<file path="src/include/drive_pkg.sv">
package drive_pkg;

  // Clock rate and contact filter time
  localparam int CLK_FREQ_HZ       = 50_000_000;
  localparam int DEBOUNCE_TIME_US  = 10_000;
  localparam int DEBOUNCE_CYCLES   =
    (DEBOUNCE_TIME_US * (CLK_FREQ_HZ / 1_000_000));

  // Width of setting codes and preset speed values
  localparam int CODE_W            = 8;
  localparam int SPEED_W           = 16;
  localparam int NUM_PRESETS       = 7;

  // Rotation direction setting
  localparam logic [7:0] DIR_FWD_AND_REV   = 8'h02;

  // Select input function codes
  localparam logic [7:0] SEL_VOLTAGE_REF   = 8'h02;
  localparam logic [7:0] SEL_CURRENT_REF   = 8'h03;
  localparam logic [7:0] SEL_PRESET        = 8'h04;
  localparam logic [7:0] SEL_RUN_REVERSE   = 8'h05;
  localparam logic [7:0] SEL_START_REVERSE = 8'h06;

  // Standard speed source codes
  localparam logic [7:0] STD_SRC_PRESET1   = 8'h02;
  localparam logic [7:0] STD_SRC_VOLTAGE   = 8'h03;
  localparam logic [7:0] STD_SRC_CURRENT   = 8'h04;

  // Wiring scheme selection
  localparam logic [1:0] SCHEME_TWO_WIRE   = 2'h0;
  localparam logic [1:0] SCHEME_FWD_REV    = 2'h1;
  localparam logic [1:0] SCHEME_THREE_WIRE = 2'h2;

  // Speed reference source reported at the output
  localparam logic [2:0] SRC_KEYPAD        = 3'h0;
  localparam logic [2:0] SRC_VOLTAGE       = 3'h1;
  localparam logic [2:0] SRC_CURRENT       = 3'h2;
  localparam logic [2:0] SRC_PRESET        = 3'h3;

  // Reset values and the preset one index
  localparam logic       PIN_OPEN_LEVEL    = 1'b1;
  localparam logic [2:0] PRESET_IDX_NONE   = 3'h0;
  localparam logic [2:0] PRESET_IDX_ONE    = 3'h1;
  localparam logic [15:0] SPEED_RESET      = 16'h0000;

  // Latched run state of the momentary scheme
  typedef enum logic [2:0] {
    ST_STOPPED = 3'b001,
    ST_FWD     = 3'b010,
    ST_REV     = 3'b100
  } run_state_t;

endpackage : drive_pkg

</file>
<file path="src/rtl/contact_debounce.sv">
`timescale 1ns/1ps
`default_nettype none

module contact_debounce #(
  parameter int CYCLES = 16
) (
  input  wire logic CORE_CLK,
  input  wire logic RESET,
  input  wire logic CE,
  input  wire logic pin_n,
  output var  logic closed
);
  import drive_pkg::*;

  localparam int CNT_W = $clog2(CYCLES + 1);
  localparam logic [CNT_W-1:0] CNT_LAST = CNT_W'(CYCLES - 1);
  localparam logic [CNT_W-1:0] CNT_ZERO = '0;

  logic             sync1_reg;
  logic             sync2_reg;
  logic [CNT_W-1:0] cnt_reg;
  logic [CNT_W-1:0] cnt_next;
  logic             level;
  logic             differs;

  // Contact closed to common reads low
  assign level    = ~sync2_reg;
  assign differs  = (level != closed);
  assign cnt_next = differs ? (cnt_reg + 1'b1) : CNT_ZERO;

  // Two-stage synchroniser
  always_ff @(posedge CORE_CLK) begin
    if (RESET) begin
      sync1_reg <= PIN_OPEN_LEVEL;
      sync2_reg <= PIN_OPEN_LEVEL;
    end else if (CE) begin
      sync1_reg <= pin_n;
      sync2_reg <= sync1_reg;
    end
  end

  // Accept a new level only after it held steady
  always_ff @(posedge CORE_CLK) begin
    if (RESET) begin
      cnt_reg <= CNT_ZERO;
      closed  <= 1'b0;
    end else if (CE) begin
      if (differs && cnt_reg == CNT_LAST) begin
        closed  <= level;
        cnt_reg <= CNT_ZERO;
      end else begin
        cnt_reg <= cnt_next;
      end
    end
  end

endmodule : contact_debounce

`default_nettype wire

</file>
<file path="src/rtl/drive_run_speed_select.sv">
// Behaviour
// Basic two-wire: run while the stop contact is closed, stop when open.
// Reverse in basic two-wire and three-wire needs direction 02, A 06.
// Basic two-wire without reverse has the start contact tied to common.
// A closed select coded 02 or 03 picks voltage or current reference.
// The standard speed source takes 03 for voltage and 04 for current.
// The forward/reverse two-wire scheme needs select A coded 05.
// Forward/reverse scheme: run forward while the start contact is closed.
// Forward/reverse scheme: A closed runs reverse, both closed stop.
// Three-wire: a start pulse starts, a stop opening stops, run is latched.
// Three-wire: the direction is taken only at a start pulse.
// Selects coded 04 act as preset selects one to three.
// With reverse in use only B and C act as preset selects.
// With standard source 03 the pot is followed when no preset is closed.
// Seven preset speed values are held and picked by select combination.
// Among closed speed-reference selects the higher letter takes priority.
// Every contact input is synchronised and debounced before use.
`timescale 1ns/1ps
`default_nettype none

module drive_run_speed_select #(
  parameter int DEBOUNCE_CYCLES = drive_pkg::DEBOUNCE_CYCLES
) (
  input  wire logic                         CORE_CLK,
  input  wire logic                         RESET,
  input  wire logic                         CE,
  input  wire logic                         STOP_CONTACT_INPUT_N,
  input  wire logic                         START_CONTACT_INPUT_N,
  input  wire logic                         SELECT_INPUT_A_N,
  input  wire logic                         SELECT_INPUT_B_N,
  input  wire logic                         SELECT_INPUT_C_N,
  input  wire logic [1:0]                   WIRING_SCHEME,
  input  wire logic [drive_pkg::CODE_W-1:0] ROTATION_DIRECTION,
  input  wire logic [drive_pkg::CODE_W-1:0] STD_SPEED_SOURCE,
  input  wire logic [drive_pkg::CODE_W-1:0] SELECT_A_FUNCTION,
  input  wire logic [drive_pkg::CODE_W-1:0] SELECT_B_FUNCTION,
  input  wire logic [drive_pkg::CODE_W-1:0] SELECT_C_FUNCTION,
  input  wire logic [drive_pkg::SPEED_W-1:0] PRESET_SPEED_1,
  input  wire logic [drive_pkg::SPEED_W-1:0] PRESET_SPEED_2,
  input  wire logic [drive_pkg::SPEED_W-1:0] PRESET_SPEED_3,
  input  wire logic [drive_pkg::SPEED_W-1:0] PRESET_SPEED_4,
  input  wire logic [drive_pkg::SPEED_W-1:0] PRESET_SPEED_5,
  input  wire logic [drive_pkg::SPEED_W-1:0] PRESET_SPEED_6,
  input  wire logic [drive_pkg::SPEED_W-1:0] PRESET_SPEED_7,
  output var  logic                         RUN_CMD,
  output var  logic                         REVERSE_CMD,
  output var  logic [2:0]                   SPEED_SOURCE,
  output var  logic [2:0]                   PRESET_INDEX,
  output var  logic [drive_pkg::SPEED_W-1:0] PRESET_SPEED_OUT
);
  import drive_pkg::*;

  localparam int NUM_CONTACTS = 5;
  localparam int IDX_STOP     = 0;
  localparam int IDX_START    = 1;
  localparam int IDX_A        = 2;
  localparam int IDX_B        = 3;
  localparam int IDX_C        = 4;

  logic [NUM_CONTACTS-1:0] pins_n;
  logic [NUM_CONTACTS-1:0] closed;

  logic                    stop_closed;
  logic                    start_closed;
  logic                    a_closed;
  logic                    b_closed;
  logic                    c_closed;
  logic                    start_prev_reg;
  logic                    start_pulse;

  logic                    rev_allowed;
  logic                    a_start_rev;
  logic                    a_run_rev;
  logic                    two_run;
  logic                    two_rev;
  logic                    fr_fwd;
  logic                    fr_rev;
  logic                    three_rev_req;
  logic                    three_sel;

  run_state_t              state_reg;
  run_state_t              state_next;

  logic                    run_next;
  logic                    rev_next;

  logic                    a_volt;
  logic                    a_curr;
  logic                    a_pre;
  logic                    b_volt;
  logic                    b_curr;
  logic                    b_pre;
  logic                    c_volt;
  logic                    c_curr;
  logic                    c_pre;
  logic                    a_ref;
  logic                    b_ref;
  logic                    c_ref;
  logic [2:0]              preset_combo;
  logic [2:0]              std_src;
  logic [2:0]              std_idx;
  logic [2:0]              src_next;
  logic [2:0]              idx_next;
  logic [SPEED_W-1:0]      speed_next;
  logic [SPEED_W-1:0]      preset_tab [NUM_PRESETS:0];

  // Contact pins gathered for the filter loop
  assign pins_n[IDX_STOP]  = STOP_CONTACT_INPUT_N;
  assign pins_n[IDX_START] = START_CONTACT_INPUT_N;
  assign pins_n[IDX_A]     = SELECT_INPUT_A_N;
  assign pins_n[IDX_B]     = SELECT_INPUT_B_N;
  assign pins_n[IDX_C]     = SELECT_INPUT_C_N;

  // One synchroniser and debounce filter per contact
  generate
    for (genvar i = 0; i < NUM_CONTACTS; i++) begin : g_contact
      contact_debounce #(
        .CYCLES (DEBOUNCE_CYCLES)
      ) u_deb (
        .CORE_CLK (CORE_CLK),
        .RESET    (RESET),
        .CE       (CE),
        .pin_n    (pins_n[i]),
        .closed   (closed[i])
      );
    end
  endgenerate

  assign stop_closed  = closed[IDX_STOP];
  assign start_closed = closed[IDX_START];
  assign a_closed     = closed[IDX_A];
  assign b_closed     = closed[IDX_B];
  assign c_closed     = closed[IDX_C];

  // Start pulse on the filtered closing edge
  assign start_pulse = start_closed & ~start_prev_reg;

  // Reverse permission and select A direction roles
  assign rev_allowed = (ROTATION_DIRECTION == DIR_FWD_AND_REV);
  assign a_start_rev = rev_allowed &&
                       (SELECT_A_FUNCTION == SEL_START_REVERSE);
  assign a_run_rev   = (SELECT_A_FUNCTION == SEL_RUN_REVERSE);

  // Basic two-wire: stop contact held closed means run
  assign two_run = stop_closed &&
                   (start_closed || (a_start_rev && a_closed));
  assign two_rev = a_start_rev && a_closed;

  // Forward/reverse two-wire: exclusive closures, both stop
  assign fr_fwd = start_closed && !a_closed;
  assign fr_rev = a_run_rev && rev_allowed &&
                  a_closed && !start_closed;

  // Three-wire direction switch sampled only at a start pulse
  assign three_rev_req = a_start_rev && a_closed;

  // Latch lives only in the momentary scheme, no stale run on switch
  assign three_sel = (WIRING_SCHEME == SCHEME_THREE_WIRE);

  // Latched run state of the momentary scheme
  always_comb begin
    state_next = state_reg;
    case (state_reg)
      ST_STOPPED: begin
        if (stop_closed && start_pulse) begin
          state_next = three_rev_req ? ST_REV : ST_FWD;
        end
      end
      ST_FWD: begin
        if (!stop_closed) begin
          state_next = ST_STOPPED;
        end else if (start_pulse && three_rev_req) begin
          state_next = ST_REV;
        end
      end
      ST_REV: begin
        if (!stop_closed) begin
          state_next = ST_STOPPED;
        end else if (start_pulse && !three_rev_req) begin
          state_next = ST_FWD;
        end
      end
      default: begin
        state_next = ST_STOPPED;
      end
    endcase
    if (!three_sel) begin
      state_next = ST_STOPPED;
    end
  end

  // Run and direction chosen by wiring scheme
  always_comb begin
    run_next = 1'b0;
    rev_next = 1'b0;
    case (WIRING_SCHEME)
      SCHEME_TWO_WIRE: begin
        run_next = two_run;
        rev_next = two_run && two_rev;
      end
      SCHEME_FWD_REV: begin
        run_next = fr_fwd || fr_rev;
        rev_next = fr_rev;
      end
      SCHEME_THREE_WIRE: begin
        run_next = (state_next != ST_STOPPED);
        rev_next = (state_next == ST_REV);
      end
      default: begin
        run_next = 1'b0;
        rev_next = 1'b0;
      end
    endcase
  end

  // Select input speed roles; A loses preset role when it steers
  assign a_volt = (SELECT_A_FUNCTION == SEL_VOLTAGE_REF);
  assign a_curr = (SELECT_A_FUNCTION == SEL_CURRENT_REF);
  assign a_pre  = (SELECT_A_FUNCTION == SEL_PRESET);
  assign b_volt = (SELECT_B_FUNCTION == SEL_VOLTAGE_REF);
  assign b_curr = (SELECT_B_FUNCTION == SEL_CURRENT_REF);
  assign b_pre  = (SELECT_B_FUNCTION == SEL_PRESET);
  assign c_volt = (SELECT_C_FUNCTION == SEL_VOLTAGE_REF);
  assign c_curr = (SELECT_C_FUNCTION == SEL_CURRENT_REF);
  assign c_pre  = (SELECT_C_FUNCTION == SEL_PRESET);

  assign a_ref = a_closed && (a_volt || a_curr || a_pre);
  assign b_ref = b_closed && (b_volt || b_curr || b_pre);
  assign c_ref = c_closed && (c_volt || c_curr || c_pre);

  // Preset number from closed preset selects, A lowest bit
  assign preset_combo = {c_closed && c_pre,
                         b_closed && b_pre,
                         a_closed && a_pre};

  // Standard source decode
  assign std_src = (STD_SPEED_SOURCE == STD_SRC_VOLTAGE) ? SRC_VOLTAGE :
                   (STD_SPEED_SOURCE == STD_SRC_CURRENT) ? SRC_CURRENT :
                   (STD_SPEED_SOURCE == STD_SRC_PRESET1) ? SRC_PRESET :
                   SRC_KEYPAD;
  assign std_idx = (STD_SPEED_SOURCE == STD_SRC_PRESET1) ?
                   PRESET_IDX_ONE : PRESET_IDX_NONE;

  // Highest-lettered closed reference select wins
  always_comb begin
    src_next = std_src;
    idx_next = std_idx;
    if (c_ref) begin
      src_next = c_volt ? SRC_VOLTAGE : c_curr ? SRC_CURRENT : SRC_PRESET;
      idx_next = c_pre ? preset_combo : PRESET_IDX_NONE;
    end else if (b_ref) begin
      src_next = b_volt ? SRC_VOLTAGE : b_curr ? SRC_CURRENT : SRC_PRESET;
      idx_next = b_pre ? preset_combo : PRESET_IDX_NONE;
    end else if (a_ref) begin
      src_next = a_volt ? SRC_VOLTAGE : a_curr ? SRC_CURRENT : SRC_PRESET;
      idx_next = a_pre ? preset_combo : PRESET_IDX_NONE;
    end
  end

  // Preset value table, entry zero gives the reset speed
  assign preset_tab[0] = SPEED_RESET;
  assign preset_tab[1] = PRESET_SPEED_1;
  assign preset_tab[2] = PRESET_SPEED_2;
  assign preset_tab[3] = PRESET_SPEED_3;
  assign preset_tab[4] = PRESET_SPEED_4;
  assign preset_tab[5] = PRESET_SPEED_5;
  assign preset_tab[6] = PRESET_SPEED_6;
  assign preset_tab[7] = PRESET_SPEED_7;
  assign speed_next    = preset_tab[idx_next];

  // Run state and edge memory
  always_ff @(posedge CORE_CLK) begin
    if (RESET) begin
      state_reg      <= ST_STOPPED;
      start_prev_reg <= 1'b0;
    end else if (CE) begin
      state_reg      <= state_next;
      start_prev_reg <= start_closed;
    end
  end

  // Registered command outputs
  always_ff @(posedge CORE_CLK) begin
    if (RESET) begin
      RUN_CMD          <= 1'b0;
      REVERSE_CMD      <= 1'b0;
      SPEED_SOURCE     <= SRC_KEYPAD;
      PRESET_INDEX     <= PRESET_IDX_NONE;
      PRESET_SPEED_OUT <= SPEED_RESET;
    end else if (CE) begin
      RUN_CMD          <= run_next;
      REVERSE_CMD      <= rev_next;
      SPEED_SOURCE     <= src_next;
      PRESET_INDEX     <= idx_next;
      PRESET_SPEED_OUT <= speed_next;
    end
  end

endmodule : drive_run_speed_select

`default_nettype wire

</file>
<file path="config.mk">
export PLATFORM = sky130hd
export DESIGN_NAME = drive_run_speed_select
export DESIGN_NICKNAME = d
export VERILOG_FILES = /design/src/include/drive_pkg.sv /design/src/rtl/contact_debounce.sv /design/src/rtl/drive_run_speed_select.sv
export SDC_FILE = /design/constraint.sdc
export NUM_CORES = 1
export LEC_CHECK = 0
export BUFFER_PORTS_ARGS = -buffer_cell sky130_fd_sc_hd__buf_2
export CAP_MARGIN = 20
export CORE_MARGIN = 8
export CORE_UTILIZATION = 32
export CTS_CLUSTER_DIAMETER = 40
export DETAILED_ROUTE_END_ITERATION = 8
export GPL_TIMING_DRIVEN = 0
export PLACE_DENSITY = 0.64
export SYNTH_ARGS = -nofsm -noshare
export SYNTH_HDL_FRONTEND = slang
export SYNTH_HIERARCHICAL = 1
export SYNTH_SLANG_ARGS = --single-unit
export TNS_END_PERCENT = 50
</file>
<file path="constraint.sdc">
create_clock -name CORE_CLK -period 2.9 [get_ports CORE_CLK]
set_input_delay 0.29 -clock CORE_CLK [delete_from_list [all_inputs] [get_ports CORE_CLK]]
set_output_delay 0.29 -clock CORE_CLK [all_outputs]
set_load 0.03 [all_outputs]
</file>
### Yosys cells after proc, flatten, opt, wreduce, memory -nomap -nowiden

Index checks and enable logic that the tools add are counted.

| cells by class | value |
|---|---|
| add/subtract/negate cells | 5 |
| order comparisons | 1 |
| equal/unequal tests | 32 |
| mux-type cells | 41 |
| bitwise logic cells | 7 |
| reduce and logical (&&, ||, !) cells | 39 |

Operators by type and width:

| cell | count |
|---|---|
| $mux 19 | 10 |
| $add 19x1->19 const B | 5 |
| $eq 19x19->1 const B | 5 |
| $eq 8x2->1 const B | 9 |
| $bmux 16 s3 | 1 |
| $eq 8x3->1 const B | 6 |
| $mux 3 | 13 |
| $logic_and 1x1->1 | 22 |
| $mux 2 | 9 |
| $mux 16 | 1 |
| $reduce_and 2->1 | 5 |
| $pmux 3 s3 | 1 |
| $logic_or 1x1->1 | 8 |
| $eq 3x3->1 const B | 2 |
| $not 1->1 | 6 |
| $pmux 1 s3 | 2 |
| $ne 1x1->1 | 5 |
| $lt 3x4->1 const B | 1 |
| $mux 1 | 4 |
| $eq 3x1->1 const B | 1 |
| $eq 3x2->1 const B | 1 |
| $logic_not 1->1 | 3 |
| $ne 3x1->1 const B | 1 |
| $eq 2x1->1 const B | 1 |
| other kinds (3) | 3 |

| storage, ports and cells | value |
|---|---|
| bits in registers | 138 |
| bits of input ports | 162 |
| output and inout port bits | 24 |
| logic and storage cells | 152 |

### Logic depth before layout (Yosys ltp)

| logic depth | value |
|---|---|
| word-level depth | 11 |
| depth in mapped cells | 10 |
| gate-level depth less buffers | 7 |

### Cells and area by module

Netlist, hierarchy kept.

By module, submodules not included:

| module | times used | cells each | area each (µm²) | sequential area each (µm²) |
|---|---|---|---|---|
| contact_debounce | 5 | 133 | 1114.8 | 440.4 |
| drive_run_speed_select | 1 | 343 | 2547.4 | 540.5 |

### Worst setup path after synthesis

OpenSTA, ideal clock, no wires.

| timing path | value |
|---|---|
| kind | in2reg |
| from | in SELECT_B_FUNCTION[5] (netlist bit) |
| to | reg PRESET_SPEED_OUT[11] (netlist bit) |
| library setup time | 0.125 ns |
| data arrival time | 2.327 ns |
| data required time | 2.775 ns |
| path slack | 0.448 ns |
| stages on the path | 9 |
| path buffers | 2 |
| cell sequence | or4_1 or4b_1 nand3_2 o211ai_4 buf_6 buf_2 nand3_1 o21ai_0 o41a_1 |

| between the ends | value |
|---|---|
| word-level cells in the longest chain between the ends | 8 |
| elaborated cells between the ends (all ways) | 15 |
| classes of those cells | eq/ne: 3; mux: 8; reduce/logical: 4 |

RTL lines:

| what | line | text |
|---|---|---|
| from (decl) | drive_run_speed_select.sv:36 | `input wire logic [drive_pkg::CODE_W-1:0] SELECT_B_FUNCTION,` |
| $eq 8x3->1, or another cell as far along | drive_run_speed_select.sv:222 | `assign b_pre = (SELECT_B_FUNCTION == SEL_PRESET);` |
| $logic_and 1x1->1 or $logic_or 1x1->1 (tied branches) | drive_run_speed_select.sv:233, drive_run_speed_select.sv:228 |  |
| $mux 3 or $logic_or 1x1->1 (tied branches) | drive_run_speed_select.sv:256, drive_run_speed_select.sv:228 |  |
| $mux 3 or $logic_and 1x1->1 (tied branches) | drive_run_speed_select.sv:254, drive_run_speed_select.sv:228 |  |
| $mux 3 | drive_run_speed_select.sv:251 | `end else if (b_ref) begin` |
| $mux 3 (*) | drive_run_speed_select.sv:248 | `if (c_ref) begin` |
| $bmux 16 s3 (*) | drive_run_speed_select.sv:269 | `assign speed_next = preset_tab[idx_next];` |
| $mux 16 (not written as such) (*) | drive_run_speed_select.sv:269 |  |
| to (signal assigned) | drive_run_speed_select.sv:295 | `PRESET_SPEED_OUT <= speed_next;` |
| to (decl) | drive_run_speed_select.sv:49 | `output var logic [drive_pkg::SPEED_W-1:0] PRESET_SPEED_OUT` |

Mark *: on every way between the ends. The rest lies on a longest branch, timed or not. The select of a mux whose other input is x is not followed.
A chain may end at the register's enable or synchronous reset.

### Worst setup path in the final report

| timing path | value |
|---|---|
| from | reg g_contact[3].u_deb.closed |
| to | reg PRESET_SPEED_OUT[12] (netlist bit) |

| between the ends | value |
|---|---|
| word-level cells in the longest chain between the ends | 7 |
| elaborated cells between the ends (all ways) | 10 |
| classes of those cells | mux: 8; reduce/logical: 2 |

RTL lines:

| what | line | text |
|---|---|---|
| from (decl) | contact_debounce.sv:11 | `output var logic closed` |
| from (signal assigned) | contact_debounce.sv:49 | `closed <= level;` |
| $logic_and 1x1->1 | drive_run_speed_select.sv:233 | `b_closed && b_pre,` |
| $mux 3 | drive_run_speed_select.sv:256 | `idx_next = a_pre ? preset_combo : PRESET_IDX_NONE;` |
| $mux 3 | drive_run_speed_select.sv:254 | `end else if (a_ref) begin` |
| $mux 3 | drive_run_speed_select.sv:251 |  |
| $mux 3 (*) | drive_run_speed_select.sv:248 |  |
| $bmux 16 s3 (*) | drive_run_speed_select.sv:269 |  |
| $mux 16 (not written as such) (*) | drive_run_speed_select.sv:269 |  |

Marked as above.

==> reports/qor_table.md <==
| Parameter | Reported |
|:---|:---|
| I/O pin count | 186 |
| Layout filler cell count | 2,541 |
| Max FFs per register | 95 |
| Clock tree from TritonCTS | yes |
| Sequential element share of the synthesized area | 33.77% |
| Hold violation total from the final report | 0 |
| Number of global-route vias before repair | 7,800 |
| Global-route wire length before repair | 40,250 um |
| Fraction of layout cells with a size suffix above 1 | 23.06% |
| Transition time of the tightest slew-check pin | 0.8551 ns |
| Number of distinct standard cells referenced by the synthesized netlist | 67 |
| Antenna violations before repair | 3 |
| Leading cell types in the layout, fill and taps excluded | 186 x sky130_fd_sc_hd__buf_2, 141 x sky130_fd_sc_hd__nand2_1, 137 x sky130_fd_sc_hd__dfxtp_1 |
| Most common library cell in the layout ignoring fill and taps | sky130_fd_sc_hd__buf_2 |
| Count of routing violations after the opening detailed-route iteration | 528 |
| Final worst path period share | 93.08% |
| Synthesized net count | 1,175 |
| Pleak | 0.003890 uW |
| Ranking of synthesized cells by area | sky130_fd_sc_hd__dfxtp_1 34%, sky130_fd_sc_hd__nand2_1 6.5%, sky130_fd_sc_hd__nor2_1 5.9% |
| Power per cell area | 465.0 mW/mm^2 |
| Placement Cell Area | 0.009450 mm^2 |
| Synth warnings | 6 |
| Status | complete, no violations |
| Clock root cell | sky130_fd_sc_hd__clkbuf_16 |
| Synth Instances | 1,008 |
| Peak VDD IR | 0.3569 mV |
| Wire length after detailed routing | 25,780 um |
| Mapped cell area | 0.008122 mm^2 |
| Final worst path period need | 2.699 ns |
| Reg-to-reg slack, setup | 0.20 ns |
| Cell type with the largest total area after synthesis | sky130_fd_sc_hd__dfxtp_1 |
| Number of buffers added on ports | 183 |
| Floorplan core area | 0.02504 mm^2 |
| Power consumption | 4712 uW |
| Via/cell ratio | 5.281 |
| Maximum achievable frequency | 0.3705 GHz |
| Effective utilization at floorplan | 32.44% |
| Most common flop cell mapped by yosys | sky130_fd_sc_hd__dfxtp_1 |
| TritonCTS Buffers | 17 |
| RSZ-0062 raised after global routing | no |
| Max FO, Critical Path | 10 |
| Class of the most critical hold timing path | in -> reg |
| Count of TritonRoute iterations in the first routing pass | 6 |
| Clk Latency, worst-skew pair | 0.43 ns |
| Async set-reset flop share out of synthesis | 0% |
| CP Launch Type | register |
| Endpoint class of the critical path | register |
| Number of nets still failing antenna checks after routing | 0 |
| Post-Synthesis Mean Instance Area | 8.057 um^2 |
| Vias after detailed routing | 8,218 |
| Area of all placed cells without fillers | 0.01013 mm^2 |
| Clock slew at the register clock pins of the worst setup and hold paths | 0.06 ns |
| TritonCTS sink count | 137 |
| Avg WL per Cell | 16.57 um |
| Number of setup buffers added after CTS | 0 |
| Gpl congestion | 0.8883 |
| Total congestion overflow | 0 |
| Hold buffer count at cts | 0 |
| Required time worst endpoint | 3.21 ns |
| Setup clock skew after layout | 0.01057 ns |
| Max Cap Violations | 0 |
| Number of synthesized flops with an enable pin | 0 |
| Final-stage net count | 1,377 |
| Count of unresolved DRC violations after routing | 0 |
| Number of slew-limit violations in the final report | 0 |
| Post-detailed-placement half-perimeter wirelength | 19,910 um |
| Height of the die | 175.3 um |
| Synth-to-Final Area Change | 24.76% |
| Top cell type's share of synthesized area | 33.77% |
| Multi-input logic area | 0.005129 mm^2 |
| Rel. slew slack | 43.00% |
| Overall die area | 0.03073 mm^2 |
| Type of the worst setup path | reg -> reg |
| Die Wd | 175.3 um |
| Maximum level of the CTS H-tree | 4 |
| Data arrival time of the worst path | 3.01 ns |
| FF+latch area | 0.002743 mm^2 |
| Pin count of the biggest net entering global routing | 38 |
| Worst hold slack after final layout | 0.09991 ns |
| Total global routing track utilization | 16.06% |
| Max Root-Sink Buffers | 2 |
| Std cell rows | 58 |
| #FFs+latches synth | 137 |
| Final setup viols | 0 |
-- kinds of logic after synthesis --
family,Yosys count,share of synthesized area [%]
mux,56,7.503
fa+ha+maj,5,0.7703
buf+inv,61,3.389
flops,137,33.77
other cells,1,0.04617
xor+xnor,52,5.608
compound gates,175,14.79
simple gates,521,34.12
-- power by group --
| group | switching, uW | internal, uW | total [uW] | leakage (uW) |
|---|---|---|---|---|
| registers | 14.6 | 1900 | 1920 | 0.00111 |
| logic | 222 | 160 | 383 | 0.00247 |
| clock network | 861 | 1550 | 2410 | 0.000312 |
-- stage by stage --
stage                     utilization [%]  cells  setup TNS (ns)  setup slack, ns
after global routing                40.47   1556               0          0.04292
after global placement              37.75   1521          -4.163          -0.4500
after CTS                           40.33   1553        -0.02983         -0.02983
after detailed placement            37.75   1521          -4.717          -0.5287
after floorplan                         -   1008               0           0.4483
final                               40.47   1556               0           0.2008
-- layer usage --
layer,track usage [%],share of wire (%),vias to the layer above,wire [um]
li1,-,-,4101,-
met1,20.49,45,3825,11520
met2,25.65,47,262,12220
met3,4.509,6.5,30,1671
met4,5.475,1.4,0,361
met5,0,0,-,0
-- Yosys cell counts, types with 14 or more instances --
cell / n
sky130_fd_sc_hd__nand3_1: 77
sky130_fd_sc_hd__inv_1: 29
sky130_fd_sc_hd__nand2b_1: 16
sky130_fd_sc_hd__a31oi_1: 30
sky130_fd_sc_hd__o21ai_0: 14
sky130_fd_sc_hd__xnor2_1: 27
sky130_fd_sc_hd__clkbuf_1: 18
sky130_fd_sc_hd__nor4_1: 19
sky130_fd_sc_hd__mux2i_1: 41
sky130_fd_sc_hd__nand4_1: 23
sky130_fd_sc_hd__nor3_1: 29
sky130_fd_sc_hd__dfxtp_1: 137
sky130_fd_sc_hd__nor2_1: 127
sky130_fd_sc_hd__a21oi_1: 50
sky130_fd_sc_hd__nand2_1: 141
sky130_fd_sc_hd__xor2_1: 25
-- worst max-delay path: stages (launching register included) --
cell	delay, ns
sky130_fd_sc_hd__dfxtp_1	0.39
sky130_fd_sc_hd__or4b_1	0.54
sky130_fd_sc_hd__a2111o_1	0.34
sky130_fd_sc_hd__nand4_1	0.20
sky130_fd_sc_hd__o211ai_4	0.13
sky130_fd_sc_hd__buf_6	0.18
sky130_fd_sc_hd__buf_2	0.20
sky130_fd_sc_hd__a311oi_1	0.30
sky130_fd_sc_hd__o22ai_1	0.15
sky130_fd_sc_hd__o41a_1	0.16
-- final cells by class --
class                      instances  area share [%]
buffer                            32           1.692
tap                              330           4.075
multi-input combinational        810           50.62
inverter                          29           1.074
antenna                            3         0.07409
sequential                       137           27.07
timing repair buffer             183           9.039
clock inverter                    11           1.914
clock buffer                      21           4.446
-- what timing repair did --
action / CTS / global route
resized for setup: 2 / 10
endpoints found under the setup margin: 9 / 12
pin swaps: 0 / 0
-- path summary, 6_finish.rpt --
kind                                                      from  depth (start not counted)                        endpoint
worst max-delay path                 g_contact[3].u_deb/closed                          9            PRESET_SPEED_OUT[12]
worst min-delay path                          SELECT_INPUT_B_N                          3    g_contact[3].u_deb/sync1_reg
worst max register to register       g_contact[3].u_deb/closed                          9            PRESET_SPEED_OUT[12]
worst min register to register  g_contact[4].u_deb/cnt_reg[18]                          1  g_contact[4].u_deb/cnt_reg[18]
No activity file was read; power rests on OpenSTA's default activity.
